<file path="src/verilog/khmf_map.vh">
// Register offsets, field positions, reset values and timing figures of the keyboard mailbox.
`ifndef KHMF_MAP_VH
`define KHMF_MAP_VH

// ****************************************************************
// Host side register offsets (address bit 2 selects the register).
// ****************************************************************
`define KHMF_HOST_AW          3
`define KHMF_HOST_DATA_OFS    3'h0
`define KHMF_HOST_CMD_OFS     3'h4
`define KHMF_HOST_SEL_BIT     2

// ****************************************************************
// Internal CPU register offsets.
// ****************************************************************
`define KHMF_CPU_AW           3
`define KHMF_CPU_BUF_OFS      3'h0
`define KHMF_CPU_STAT_OFS     3'h1
`define KHMF_CPU_PORT2_OFS    3'h2
`define KHMF_CPU_PORT1_OFS    3'h3
`define KHMF_CPU_CFG_OFS      3'h4
`define KHMF_CPU_EVT_OFS      3'h5
`define KHMF_CPU_MASK_OFS     3'h6

// ****************************************************************
// Host status register fields.
// ****************************************************************
`define KHMF_ST_OFL           0
`define KHMF_ST_IFL           1
`define KHMF_ST_CMD           3
`define KHMF_ST_AUXOF         5
`define KHMF_ST_USER_MASK     8'hD4

// ****************************************************************
// Port and configuration fields.
// ****************************************************************
`define KHMF_P2_GATE          1
`define KHMF_P2_KBD           4
`define KHMF_P2_AIRQ          5
`define KHMF_CFG_FLAGS        0
`define KHMF_CFG_ODRAIN       1
`define KHMF_CFG_CTRL         2
`define KHMF_CFG_GPDIR        3
`define KHMF_CFG_GPINV        4
`define KHMF_CFG_RST          8'h04
`define KHMF_PORT2_RST        8'h00
`define KHMF_PORT1_RST        8'hC4

// ****************************************************************
// Event bits: input filled, output drained, command received.
// ****************************************************************
`define KHMF_EV_IN            0
`define KHMF_EV_DRAIN         1
`define KHMF_EV_CMD           2
`define KHMF_EV_W             3

// ****************************************************************
// Timing: high drive pulse of the quasi-bidirectional pins.
// ****************************************************************
`define KHMF_PULSE_NS         500
`define KHMF_CLK_NS           4

`endif

</file>
<file path="src/verilog/khmf_mailbox.v">
// Host mailbox of the embedded keyboard controller with interrupt gating and port pins.
`include "khmf_map.vh"
module khmf_mailbox (
	input  wire                     mclk,
	input  wire                     nrst,
	// Host register port.
	input  wire [`KHMF_HOST_AW-1:0] host_addr,
	input  wire [7:0]               host_wdata,
	input  wire                     host_wr,
	input  wire                     host_rd,
	output wire [7:0]               host_rdata,
	// Internal CPU register port.
	input  wire [`KHMF_CPU_AW-1:0]  cpu_addr,
	input  wire [7:0]               cpu_wdata,
	input  wire                     cpu_wr,
	input  wire                     cpu_rd,
	output wire [7:0]               cpu_rdata,
	output wire                     cpu_irq,
	// System side outputs.
	output wire                     kbd_irq_out,
	output wire                     aux_irq_out,
	output wire                     gate_a20_out,
	// Port 1 pins, bits 7, 6 and 2, as three signals each.
	input  wire [2:0]               port1_pin_in,
	output wire [2:0]               port1_pin_out,
	output wire [2:0]               port1_pin_oe
);

	// ****************************************************************
	// State.
	// ****************************************************************
	reg  [7:0]            in_buf_q;
	reg  [7:0]            out_buf_q;
	reg                   input_full_flag_q;
	reg                   output_full_flag_q;
	reg                   cmd_flag_q;
	reg                   aux_output_full_q;
	reg  [7:0]            user_stat_q;
	reg  [7:0]            port2_q;
	reg  [7:0]            port1_q;
	reg  [7:0]            cfg_q;
	reg  [`KHMF_EV_W-1:0] evt_q;
	reg  [`KHMF_EV_W-1:0] mask_q;
	reg  [7:0]            host_rdata_q;
	reg  [7:0]            cpu_rdata_q;
	reg                   cpu_irq_q;
	reg                   kbd_irq_q;
	reg                   aux_irq_q;
	reg                   gate_q;

	reg  [`KHMF_EV_W-1:0] evt_d;
	reg                   kbd_irq_d;
	reg                   aux_irq_d;
	reg  [7:0]            host_rdata_d;
	reg  [7:0]            cpu_rdata_d;

	wire [7:0]            status;
	wire [2:0]            pin_sync;
	wire [2:0]            pin_val;
	wire                  flags_en;

	// ****************************************************************
	// Decode of both register ports.
	// ****************************************************************
	// Host selects by address bit 2 alone; the low bits are don't-care.
	wire host_sel_cmd = host_addr[`KHMF_HOST_SEL_BIT];
	wire host_wr_any  = host_wr;
	wire host_wr_cmd  = host_wr && host_sel_cmd;
	wire host_rd_data = host_rd && !host_sel_cmd;
	wire host_rd_stat = host_rd && host_sel_cmd;

	wire cpu_wr_buf   = cpu_wr && (cpu_addr == `KHMF_CPU_BUF_OFS);
	wire cpu_rd_buf   = cpu_rd && (cpu_addr == `KHMF_CPU_BUF_OFS);
	wire cpu_wr_stat  = cpu_wr && (cpu_addr == `KHMF_CPU_STAT_OFS);
	wire cpu_wr_p2    = cpu_wr && (cpu_addr == `KHMF_CPU_PORT2_OFS);
	wire cpu_wr_p1    = cpu_wr && (cpu_addr == `KHMF_CPU_PORT1_OFS);
	wire cpu_wr_cfg   = cpu_wr && (cpu_addr == `KHMF_CPU_CFG_OFS);
	wire cpu_rd_evt   = cpu_rd && (cpu_addr == `KHMF_CPU_EVT_OFS);
	wire cpu_wr_mask  = cpu_wr && (cpu_addr == `KHMF_CPU_MASK_OFS);

	assign flags_en = cfg_q[`KHMF_CFG_FLAGS];

	// ****************************************************************
	// Host status byte, assembled from the flag flops.
	// ****************************************************************
	// Reading it has no effect on any flag or buffer.
	assign status = (user_stat_q & `KHMF_ST_USER_MASK)
		| ({7'h00, output_full_flag_q} << `KHMF_ST_OFL)
		| ({7'h00, input_full_flag_q} << `KHMF_ST_IFL)
		| ({7'h00, cmd_flag_q} << `KHMF_ST_CMD)
		| ({7'h00, aux_output_full_q} << `KHMF_ST_AUXOF);

	// ****************************************************************
	// Input side: host to CPU.
	// ****************************************************************
	// A host write lands the byte and raises input-full; the command flag copies
	// address bit 2. A same-cycle CPU read loses to the host write, so no byte is
	// ever silently dropped from the flag's point of view.
	always @(posedge mclk or negedge nrst)
	begin
		if (!nrst)
		begin
			in_buf_q          <= 8'h00;
			input_full_flag_q <= 1'b0;
			cmd_flag_q        <= 1'b0;
		end
		else
		begin
			if (host_wr_any)
			begin
				in_buf_q          <= host_wdata;
				input_full_flag_q <= 1'b1;
				cmd_flag_q        <= host_wr_cmd;
			end
			else if (cpu_rd_buf)
				input_full_flag_q <= 1'b0;
		end
	end

	// ****************************************************************
	// Output side: CPU to host.
	// ****************************************************************
	// A CPU write of the output buffer sets output-full; it wins over a host
	// read in the same cycle. Otherwise a host data read empties the buffer; the aux
	// flag is only released by the read once flags are enabled, otherwise
	// firmware clears it through the status register.
	always @(posedge mclk or negedge nrst)
	begin
		if (!nrst)
		begin
			out_buf_q          <= 8'h00;
			output_full_flag_q <= 1'b0;
			aux_output_full_q  <= 1'b0;
			user_stat_q        <= 8'h00;
		end
		else
		begin
			if (cpu_wr_buf)
			begin
				out_buf_q          <= cpu_wdata;
				output_full_flag_q <= 1'b1;
			end
			else if (host_rd_data)
				output_full_flag_q <= 1'b0;

			if (cpu_wr_stat)
			begin
				user_stat_q       <= cpu_wdata & `KHMF_ST_USER_MASK;
				aux_output_full_q <= cpu_wdata[`KHMF_ST_AUXOF];
			end
			else if (host_rd_data && flags_en)
				aux_output_full_q <= 1'b0;
		end
	end

	// ****************************************************************
	// Port, configuration and mask registers written by the CPU.
	// ****************************************************************
	// The flags enable is set-only: once executed it holds until reset, as the
	// controller offers no way to undo it.
	always @(posedge mclk or negedge nrst)
	begin
		if (!nrst)
		begin
			port2_q <= `KHMF_PORT2_RST;
			port1_q <= `KHMF_PORT1_RST;
			cfg_q   <= `KHMF_CFG_RST;
			mask_q  <= {`KHMF_EV_W{1'b0}};
		end
		else
		begin
			if (cpu_wr_p2)
				port2_q <= cpu_wdata;
			if (cpu_wr_p1)
				port1_q <= cpu_wdata;
			if (cpu_wr_cfg)
				cfg_q <= cpu_wdata | {7'h00, flags_en};
			if (cpu_wr_mask)
				mask_q <= cpu_wdata[`KHMF_EV_W-1:0];
		end
	end

	// ****************************************************************
	// Interrupt lines toward the system.
	// ****************************************************************
	// Without flags enabled both lines are plain port bits; with flags enabled
	// they are gated buffer flags, so host software can poll or take interrupts.
	always @*
	begin
		if (flags_en)
		begin
			kbd_irq_d = port2_q[`KHMF_P2_KBD] && output_full_flag_q;
			aux_irq_d = port2_q[`KHMF_P2_AIRQ] && !input_full_flag_q;
		end
		else
		begin
			kbd_irq_d = port2_q[`KHMF_P2_KBD];
			aux_irq_d = port2_q[`KHMF_P2_AIRQ];
		end
	end

	// Registered outputs keep the system lines glitch-free; they lag one cycle.
	always @(posedge mclk or negedge nrst)
	begin
		if (!nrst)
		begin
			kbd_irq_q <= 1'b0;
			aux_irq_q <= 1'b0;
			gate_q    <= 1'b0;
		end
		else
		begin
			kbd_irq_q <= kbd_irq_d;
			aux_irq_q <= aux_irq_d;
			gate_q    <= port2_q[`KHMF_P2_GATE];
		end
	end

	// ****************************************************************
	// CPU event status, mask and interrupt.
	// ****************************************************************
	// Events are sticky and cleared by reading; an event that arrives in the
	// reading cycle survives the clear so that it is reported next time.
	always @*
	begin
		evt_d = evt_q;
		if (cpu_rd_evt)
			evt_d = {`KHMF_EV_W{1'b0}};
		if (host_wr_any)
			evt_d[`KHMF_EV_IN] = 1'b1;
		if (host_rd_data)
			evt_d[`KHMF_EV_DRAIN] = 1'b1;
		if (host_wr_cmd)
			evt_d[`KHMF_EV_CMD] = 1'b1;
	end

	always @(posedge mclk or negedge nrst)
	begin
		if (!nrst)
		begin
			evt_q     <= {`KHMF_EV_W{1'b0}};
			cpu_irq_q <= 1'b0;
		end
		else
		begin
			evt_q     <= evt_d;
			cpu_irq_q <= |(evt_d & mask_q);
		end
	end

	// ****************************************************************
	// Read data of both ports, valid in the cycle after the strobe.
	// ****************************************************************
	always @*
	begin
		host_rdata_d = 8'h00;
		if (host_rd_data)
			host_rdata_d = out_buf_q;
		else if (host_rd_stat)
			host_rdata_d = status;
	end

	always @*
	begin
		cpu_rdata_d = 8'h00;
		if (cpu_rd)
		begin
			case (cpu_addr)
				`KHMF_CPU_BUF_OFS:   cpu_rdata_d = in_buf_q;
				`KHMF_CPU_STAT_OFS:  cpu_rdata_d = status;
				`KHMF_CPU_PORT2_OFS: cpu_rdata_d = port2_q;
				`KHMF_CPU_PORT1_OFS: cpu_rdata_d = {pin_val[2], pin_val[1], 3'h0, pin_val[0], 2'h0};
				`KHMF_CPU_CFG_OFS:   cpu_rdata_d = cfg_q;
				`KHMF_CPU_EVT_OFS:   cpu_rdata_d = {5'h00, evt_q};
				`KHMF_CPU_MASK_OFS:  cpu_rdata_d = {5'h00, mask_q};
				default:             cpu_rdata_d = 8'h00;
			endcase
		end
	end

	// Read data drop back to zero after one cycle so stale bytes never linger.
	always @(posedge mclk or negedge nrst)
	begin
		if (!nrst)
		begin
			host_rdata_q <= 8'h00;
			cpu_rdata_q  <= 8'h00;
		end
		else
		begin
			host_rdata_q <= host_rdata_d;
			cpu_rdata_q  <= cpu_rdata_d;
		end
	end

	// ****************************************************************
	// Controller port pins.
	// ****************************************************************
	// Pin levels come from outside the clock domain and are synchronised.
	khmf_sync #(
		.W        (3)
	) u_pin_sync (
		.mclk     (mclk),
		.nrst     (nrst),
		.async_in (port1_pin_in),
		.sync_out (pin_sync)
	);

	// Inversion only applies outside controller mode.
	assign pin_val = cfg_q[`KHMF_CFG_CTRL] ? pin_sync : (pin_sync ^ {3{cfg_q[`KHMF_CFG_GPINV]}});

	// Pin order is bits 2, 6 and 7 of the port register.
	wire [2:0] port_bits = {port1_q[7], port1_q[6], port1_q[2]};

	genvar gi;
	generate
		for (gi = 0; gi < 3; gi = gi + 1)
		begin : g_pin
			khmf_qpin u_pin (
				.mclk       (mclk),
				.nrst       (nrst),
				.port_val   (port_bits[gi]),
				.open_drain (cfg_q[`KHMF_CFG_ODRAIN]),
				.ctrl_mode  (cfg_q[`KHMF_CFG_CTRL]),
				.gp_dir_in  (cfg_q[`KHMF_CFG_GPDIR]),
				.gp_inv     (cfg_q[`KHMF_CFG_GPINV]),
				.pin_out    (port1_pin_out[gi]),
				.pin_oe     (port1_pin_oe[gi])
			);
		end
	endgenerate

	// ****************************************************************
	// Output assignments, all straight from flops.
	// ****************************************************************
	assign host_rdata   = host_rdata_q;
	assign cpu_rdata    = cpu_rdata_q;
	assign cpu_irq      = cpu_irq_q;
	assign kbd_irq_out  = kbd_irq_q;
	assign aux_irq_out  = aux_irq_q;
	assign gate_a20_out = gate_q;

endmodule // khmf_mailbox

</file>
<file path="src/verilog/khmf_qpin.v">
// Driver of one quasi-bidirectional or open-drain controller port pin.
`include "khmf_map.vh"
module khmf_qpin (
	input  wire mclk,
	input  wire nrst,
	input  wire port_val,
	input  wire open_drain,
	input  wire ctrl_mode,
	input  wire gp_dir_in,
	input  wire gp_inv,
	output wire pin_out,
	output wire pin_oe
);

	localparam integer PULSE_INT = `KHMF_PULSE_NS / `KHMF_CLK_NS;
	localparam [7:0]   PULSE_CYC = PULSE_INT[7:0];

	reg [7:0] cnt_q;
	reg       prev_q;
	reg       out_q;
	reg       oe_q;
	reg [7:0] cnt_d;
	reg       out_d;
	reg       oe_d;
	reg       val;

	// In controller mode the general purpose direction and inversion are ignored.
	always @*
	begin
		val   = ctrl_mode ? port_val : (port_val ^ gp_inv);
		cnt_d = (cnt_q != 8'h00) ? cnt_q - 8'h01 : 8'h00;
		out_d = val;
		oe_d  = 1'b1;
		if (!ctrl_mode && gp_dir_in)
			oe_d = 1'b0;
		else if (!val)
		begin
			cnt_d = 8'h00;
			oe_d  = 1'b1;
		end
		else if (open_drain)
			oe_d = 1'b0;
		else if (ctrl_mode)
		begin
			// Short high kick, then the external pull-up holds the line.
			if (!prev_q)
				cnt_d = PULSE_CYC - 8'h01;
			oe_d = !prev_q || (cnt_q != 8'h00);
		end
	end

	always @(posedge mclk or negedge nrst)
	begin
		if (!nrst)
		begin
			cnt_q  <= 8'h00;
			prev_q <= 1'b0;
			out_q  <= 1'b0;
			oe_q   <= 1'b0;
		end
		else
		begin
			cnt_q  <= cnt_d;
			prev_q <= val;
			out_q  <= out_d;
			oe_q   <= oe_d;
		end
	end

	assign pin_out = out_q;
	assign pin_oe  = oe_q;

endmodule // khmf_qpin

</file>
<file path="src/verilog/khmf_sync.v">
// Two flip-flop synchroniser for pin inputs.
module khmf_sync #(
	parameter W = 1
) (
	input  wire         mclk,
	input  wire         nrst,
	input  wire [W-1:0] async_in,
	output wire [W-1:0] sync_out
);

	reg [W-1:0] meta_q;
	reg [W-1:0] sync_q;

	// The first stage feeds only the second stage, to contain metastability.
	always @(posedge mclk or negedge nrst)
	begin
		if (!nrst)
		begin
			meta_q <= {W{1'b0}};
			sync_q <= {W{1'b0}};
		end
		else
		begin
			meta_q <= async_in;
			sync_q <= meta_q;
		end
	end

	assign sync_out = sync_q;

endmodule // khmf_sync
</file>
<file path="config.mk">
export PLATFORM = sky130hd
export DESIGN_NAME = khmf_mailbox
export DESIGN_NICKNAME = d
export VERILOG_FILES = /design/src/verilog/khmf_mailbox.v /design/src/verilog/khmf_qpin.v /design/src/verilog/khmf_sync.v
export VERILOG_INCLUDE_DIRS = /design/src /design/src/verilog
export SDC_FILE = /design/constraint.sdc
export NUM_CORES = 1
export LEC_CHECK = 0
export ABC_AREA = 0
export CAP_MARGIN = 20
export CORE_UTILIZATION = 45
export DETAILED_ROUTE_END_ITERATION = 8
export DONT_BUFFER_PORTS = 1
export GPL_TIMING_DRIVEN = 0
export PLACE_DENSITY = 0.69
export RECOVER_POWER = 50
export SYNTH_ARGS = -nofsm -noshare
export SYNTH_HDL_FRONTEND = slang
export SYNTH_SLANG_ARGS = --single-unit
</file>
<file path="constraint.sdc">
create_clock -name mclk -period 3.5 [get_ports mclk]
set_input_delay 0.35 -clock mclk [delete_from_list [all_inputs] [get_ports mclk]]
set_output_delay 0.35 -clock mclk [all_outputs]
set_load 0.01 [all_outputs]
</file>
==> flow_summary.toml <==
[timing]
layout_min_cycle_time_ns = 1.90
rsz_0062_raised_after_global_routing = "no"
final_max_slew_viol_count = 0
slew-limit-headroom = 0.407
worst_clock_skew_ns = 0.00918
finalSetupViolations = 0
finalSetupTns_ns = 0
timing.final.hold_violations = 0
final_min_period_over_clock_period = 0.543
worst_pin_slew_ns = 0.886
maximum_clock_frequency_ghz = 0.526
setup_ws_post_layout_ns = 1.60

[synth]
synth_compound_gate_area_share = 0.0965
yosysWarnings = 0
synth_area_per_cell_um2 = 11.7
netlist-cell-type-count = 54
synth-seq-area-share = 0.543
dominant_combinational_cell_family_by_area_after_synthesis = "multiplexers"
number_of_synthesized_flops_with_an_enable_pin = 0
postSynthRegisterBits = 105
synth_area_um2 = 4850
synthAdderAreaFrac = 0.0155
yosys.area_share.xor_xnor = 0.0271
most_used_dff_post_synth = "dfrtp_1"
synthesized_nets = 451
synthMuxAreaShare = 0.146
synthCells = 414
post_synth_and_or_nand_nor_area_fraction = 0.137
async_flop_share = 1.00

[power_and_ir_drop]
power.leakage_nw = 2.30
worst_ir_drop_on_vdd_uv = 320
pwr_density_cell_nw_per_um2 = 678

[cts]
cts_inserted_buffers = 9
clock_transition_at_the_register_clock_pins_on_the_worst_setup_and_hold_paths_after_cts_ns = 0.10
clock-root-buffer = "clkbuf_8"
cts.htree.levels = 3
postCtsSetupBuffers = 0
clkLatencyLatePin_ns = 0.38
clock_sinks = 105
cts_max_path_buffers = 2
cts_tree = "done"

[worst_setup_path]
cp.required_ns = 3.77
critical_path_arrival_ns = 2.16
timing.critical_path.from_type = "register"
worstPathBufferInverterCount = 1
critical_path.reg2reg.startpoint = "g_pin[2].u_pin.cnt_q[3]"
critical_path_end_type = "register"
crit_type = "register to register"
worst_path_maximum_fanout = 6
max_stage_delay_ns = 0.55
worstPathCellList = "or4_4, or4b_1, buf_2, nand3b_1, nor2_1"
crit_path_start = "g_pin[2].u_pin.cnt_q[3]"
worst_path_max_delay_cell = "or4_4"
worst_path_dominant_cell_family = "simple AND/OR/NAND/NOR gates"

[finish]
stdcell_count = 571
layout.cells.most_common = "dfrtp_1"
flow.area_growth_from_synthesis_pct = 8.62
sequential_cell_area_um2 = 2630
multiInputGateArea_um2 = 2050
layout.core_utilization = 0.508
fillerInstances = 940
layout-drive-gt1-share = 0.205
nets = 467
final_cell_mix = "dfrtp_1 (101), mux2_2 (46), nor2_1 (26)"
total_inserted_antenna_cells = 0

[place]
place.gp.congestion = 0.829
port-buffer-count = 0
dp_hpwl_mm = 6.81
post-place-ws_ns = 1.48
place.detailed.instances = 550

[worst_hold_path]
min-delay-start = "cpu_wdata[2]"
timing.hold.worst.class = "input port to register"

[drt]
postRouteAntennaNets = 0
drt-vias-per-instance = 5.56
totalWireLength_mm = 9.71
dr_total_vias = 3174
detail_route.drc_violations = 0
wire_per_inst_um = 17.0
firstDrtPassIters = 4
initialDrtViolationCount = 188

[floorplan]
die_y_um = 106
start_util = 0.467
core.rowCount = 37
fp.coreArea_um2 = 10400
boundaryPins = 57
floorplan.die.width_um = 106
die_ar_um2 = 11200

[global_route]
grt_pass1_wl_mm = 16.3
globalRouteOverflowTotal = 0
maximum_number_of_pins_on_one_net_before_global_route_repair = 106
antenna_found_initial = 0
first_global_vias = 3114
track_usage = 0.192

[outcome]
result_of_the_run = "finished clean"

[run]
maxCapViolCount = 0
[stage by stage]
step	hold WS [ns]	cell area [µm²]	total power, mW
2_1_floorplan	0.0544	4850	2.63
3_3_place_gp	0.0579	5020	2.81
3_5_place_dp	0.0580	5020	2.87
4_1_cts	0.0511	5270	3.61
5_1_grt	0.0569	5270	3.84
6_report	0.0709	5270	3.57
[worst reg2reg max path: cells and delay by family (launching register included)]
kind,cells,cell delay [ns]
simple gates,4,1.20
flops,1,0.43
buf+inv,1,0.17
[flip-flops by register name, indices dropped and copies added, names as in the netlist, 3 cells and up]
signal,cells
g_pin.u_pin.cnt_q,24
cfg_q,8
cpu_rdata,8
host_rdata,8
in_buf_q,8
out_buf_q,8
port2_q,8
user_stat_q,4
evt_q,3
g_pin.u_pin.pin_oe,3
g_pin.u_pin.prev_q,3
mask_q,3
port1_q,3
u_pin_sync.meta_q,3
u_pin_sync.sync_out,3
[final cells by class]
cell class | instances | share of cell area
clock inverters | 5 | 0.00737
multi-input cells | 273 | 0.389
clock buffers | 11 | 0.0269
repair buffers | 5 | 0.0128
well taps | 136 | 0.0323
plain buffers | 23 | 0.0228
inverters | 13 | 0.00927
flip-flops and latches | 105 | 0.500
[cells by family (layout without fill, tap and decap cells)]
logic type	count (synthesis)	in the layout
AND/OR/NAND/NOR	119	119
flip-flops	105	105
AO/OA/AOI/OAI	68	68
multiplexers	65	65
buffers and inverters	36	57
XOR/XNOR	15	15
adder cells (fa/ha/maj)	6	6
[per-layer routing]
layer | global-route usage | wire (µm) | vias to the layer above
li1 | - | - | 1506
met1 | 0.254 | 4360 | 1577
met2 | 0.305 | 4700 | 76
met3 | 0.0538 | 497 | 15
met4 | 0.0625 | 150 | 0
met5 | 0 | 0 | -
[report_power, final]
group          total, mW  internal, mW  switching (mW)
combinational       1.14         0.555           0.584
sequential          1.74          1.50           0.238
clock              0.697         0.284           0.413
total               3.57          2.34            1.24
[cells in the mapped netlist (6+ instances only)]
master / count / area share
dfrtp_1: 101 / 0.52
mux2_2: 46 / 0.11
nor2_1: 26 / 0.020
a21oi_1: 23 / 0.024
nand2_1: 20 / 0.015
mux2i_1: 19 / 0.039
inv_1: 13 / 0.010
nor2b_1: 13 / 0.017
clkbuf_1: 8 / 0.0062
nand3_1: 8 / 0.0083
xor2_1: 8 / 0.014
buf_4: 7 / 0.011
nand2b_1: 7 / 0.0090
nor4_1: 7 / 0.0090
xnor2_1: 7 / 0.013
a21o_1: 6 / 0.0093
ha_1: 6 / 0.015
nor3_1: 6 / 0.0062
[path summary, 6_finish.rpt]
path / end / slack, ns / cells after the start
worst max-delay path: g_pin[2].u_pin.cnt_q[0] / 1.60 / 5
worst min-delay path: cfg_q[2] / 0.07 / 2
worst max register to register: g_pin[2].u_pin.cnt_q[0] / 1.60 / 5
worst min register to register: u_pin_sync.sync_out[1] / 0.36 / 0
max in group asynchronous: cfg_q[2] / 2.55 / 2
min in group asynchronous: host_rdata[4] / 0.55 / 2
[repair_timing]
action | 4_1_cts | 5_1_grt
resized for setup | 0 | 0
endpoints found under the hold margin | 108 | 0
hold buffers | 5 | 0
Power figures use the tool's default switching activity.
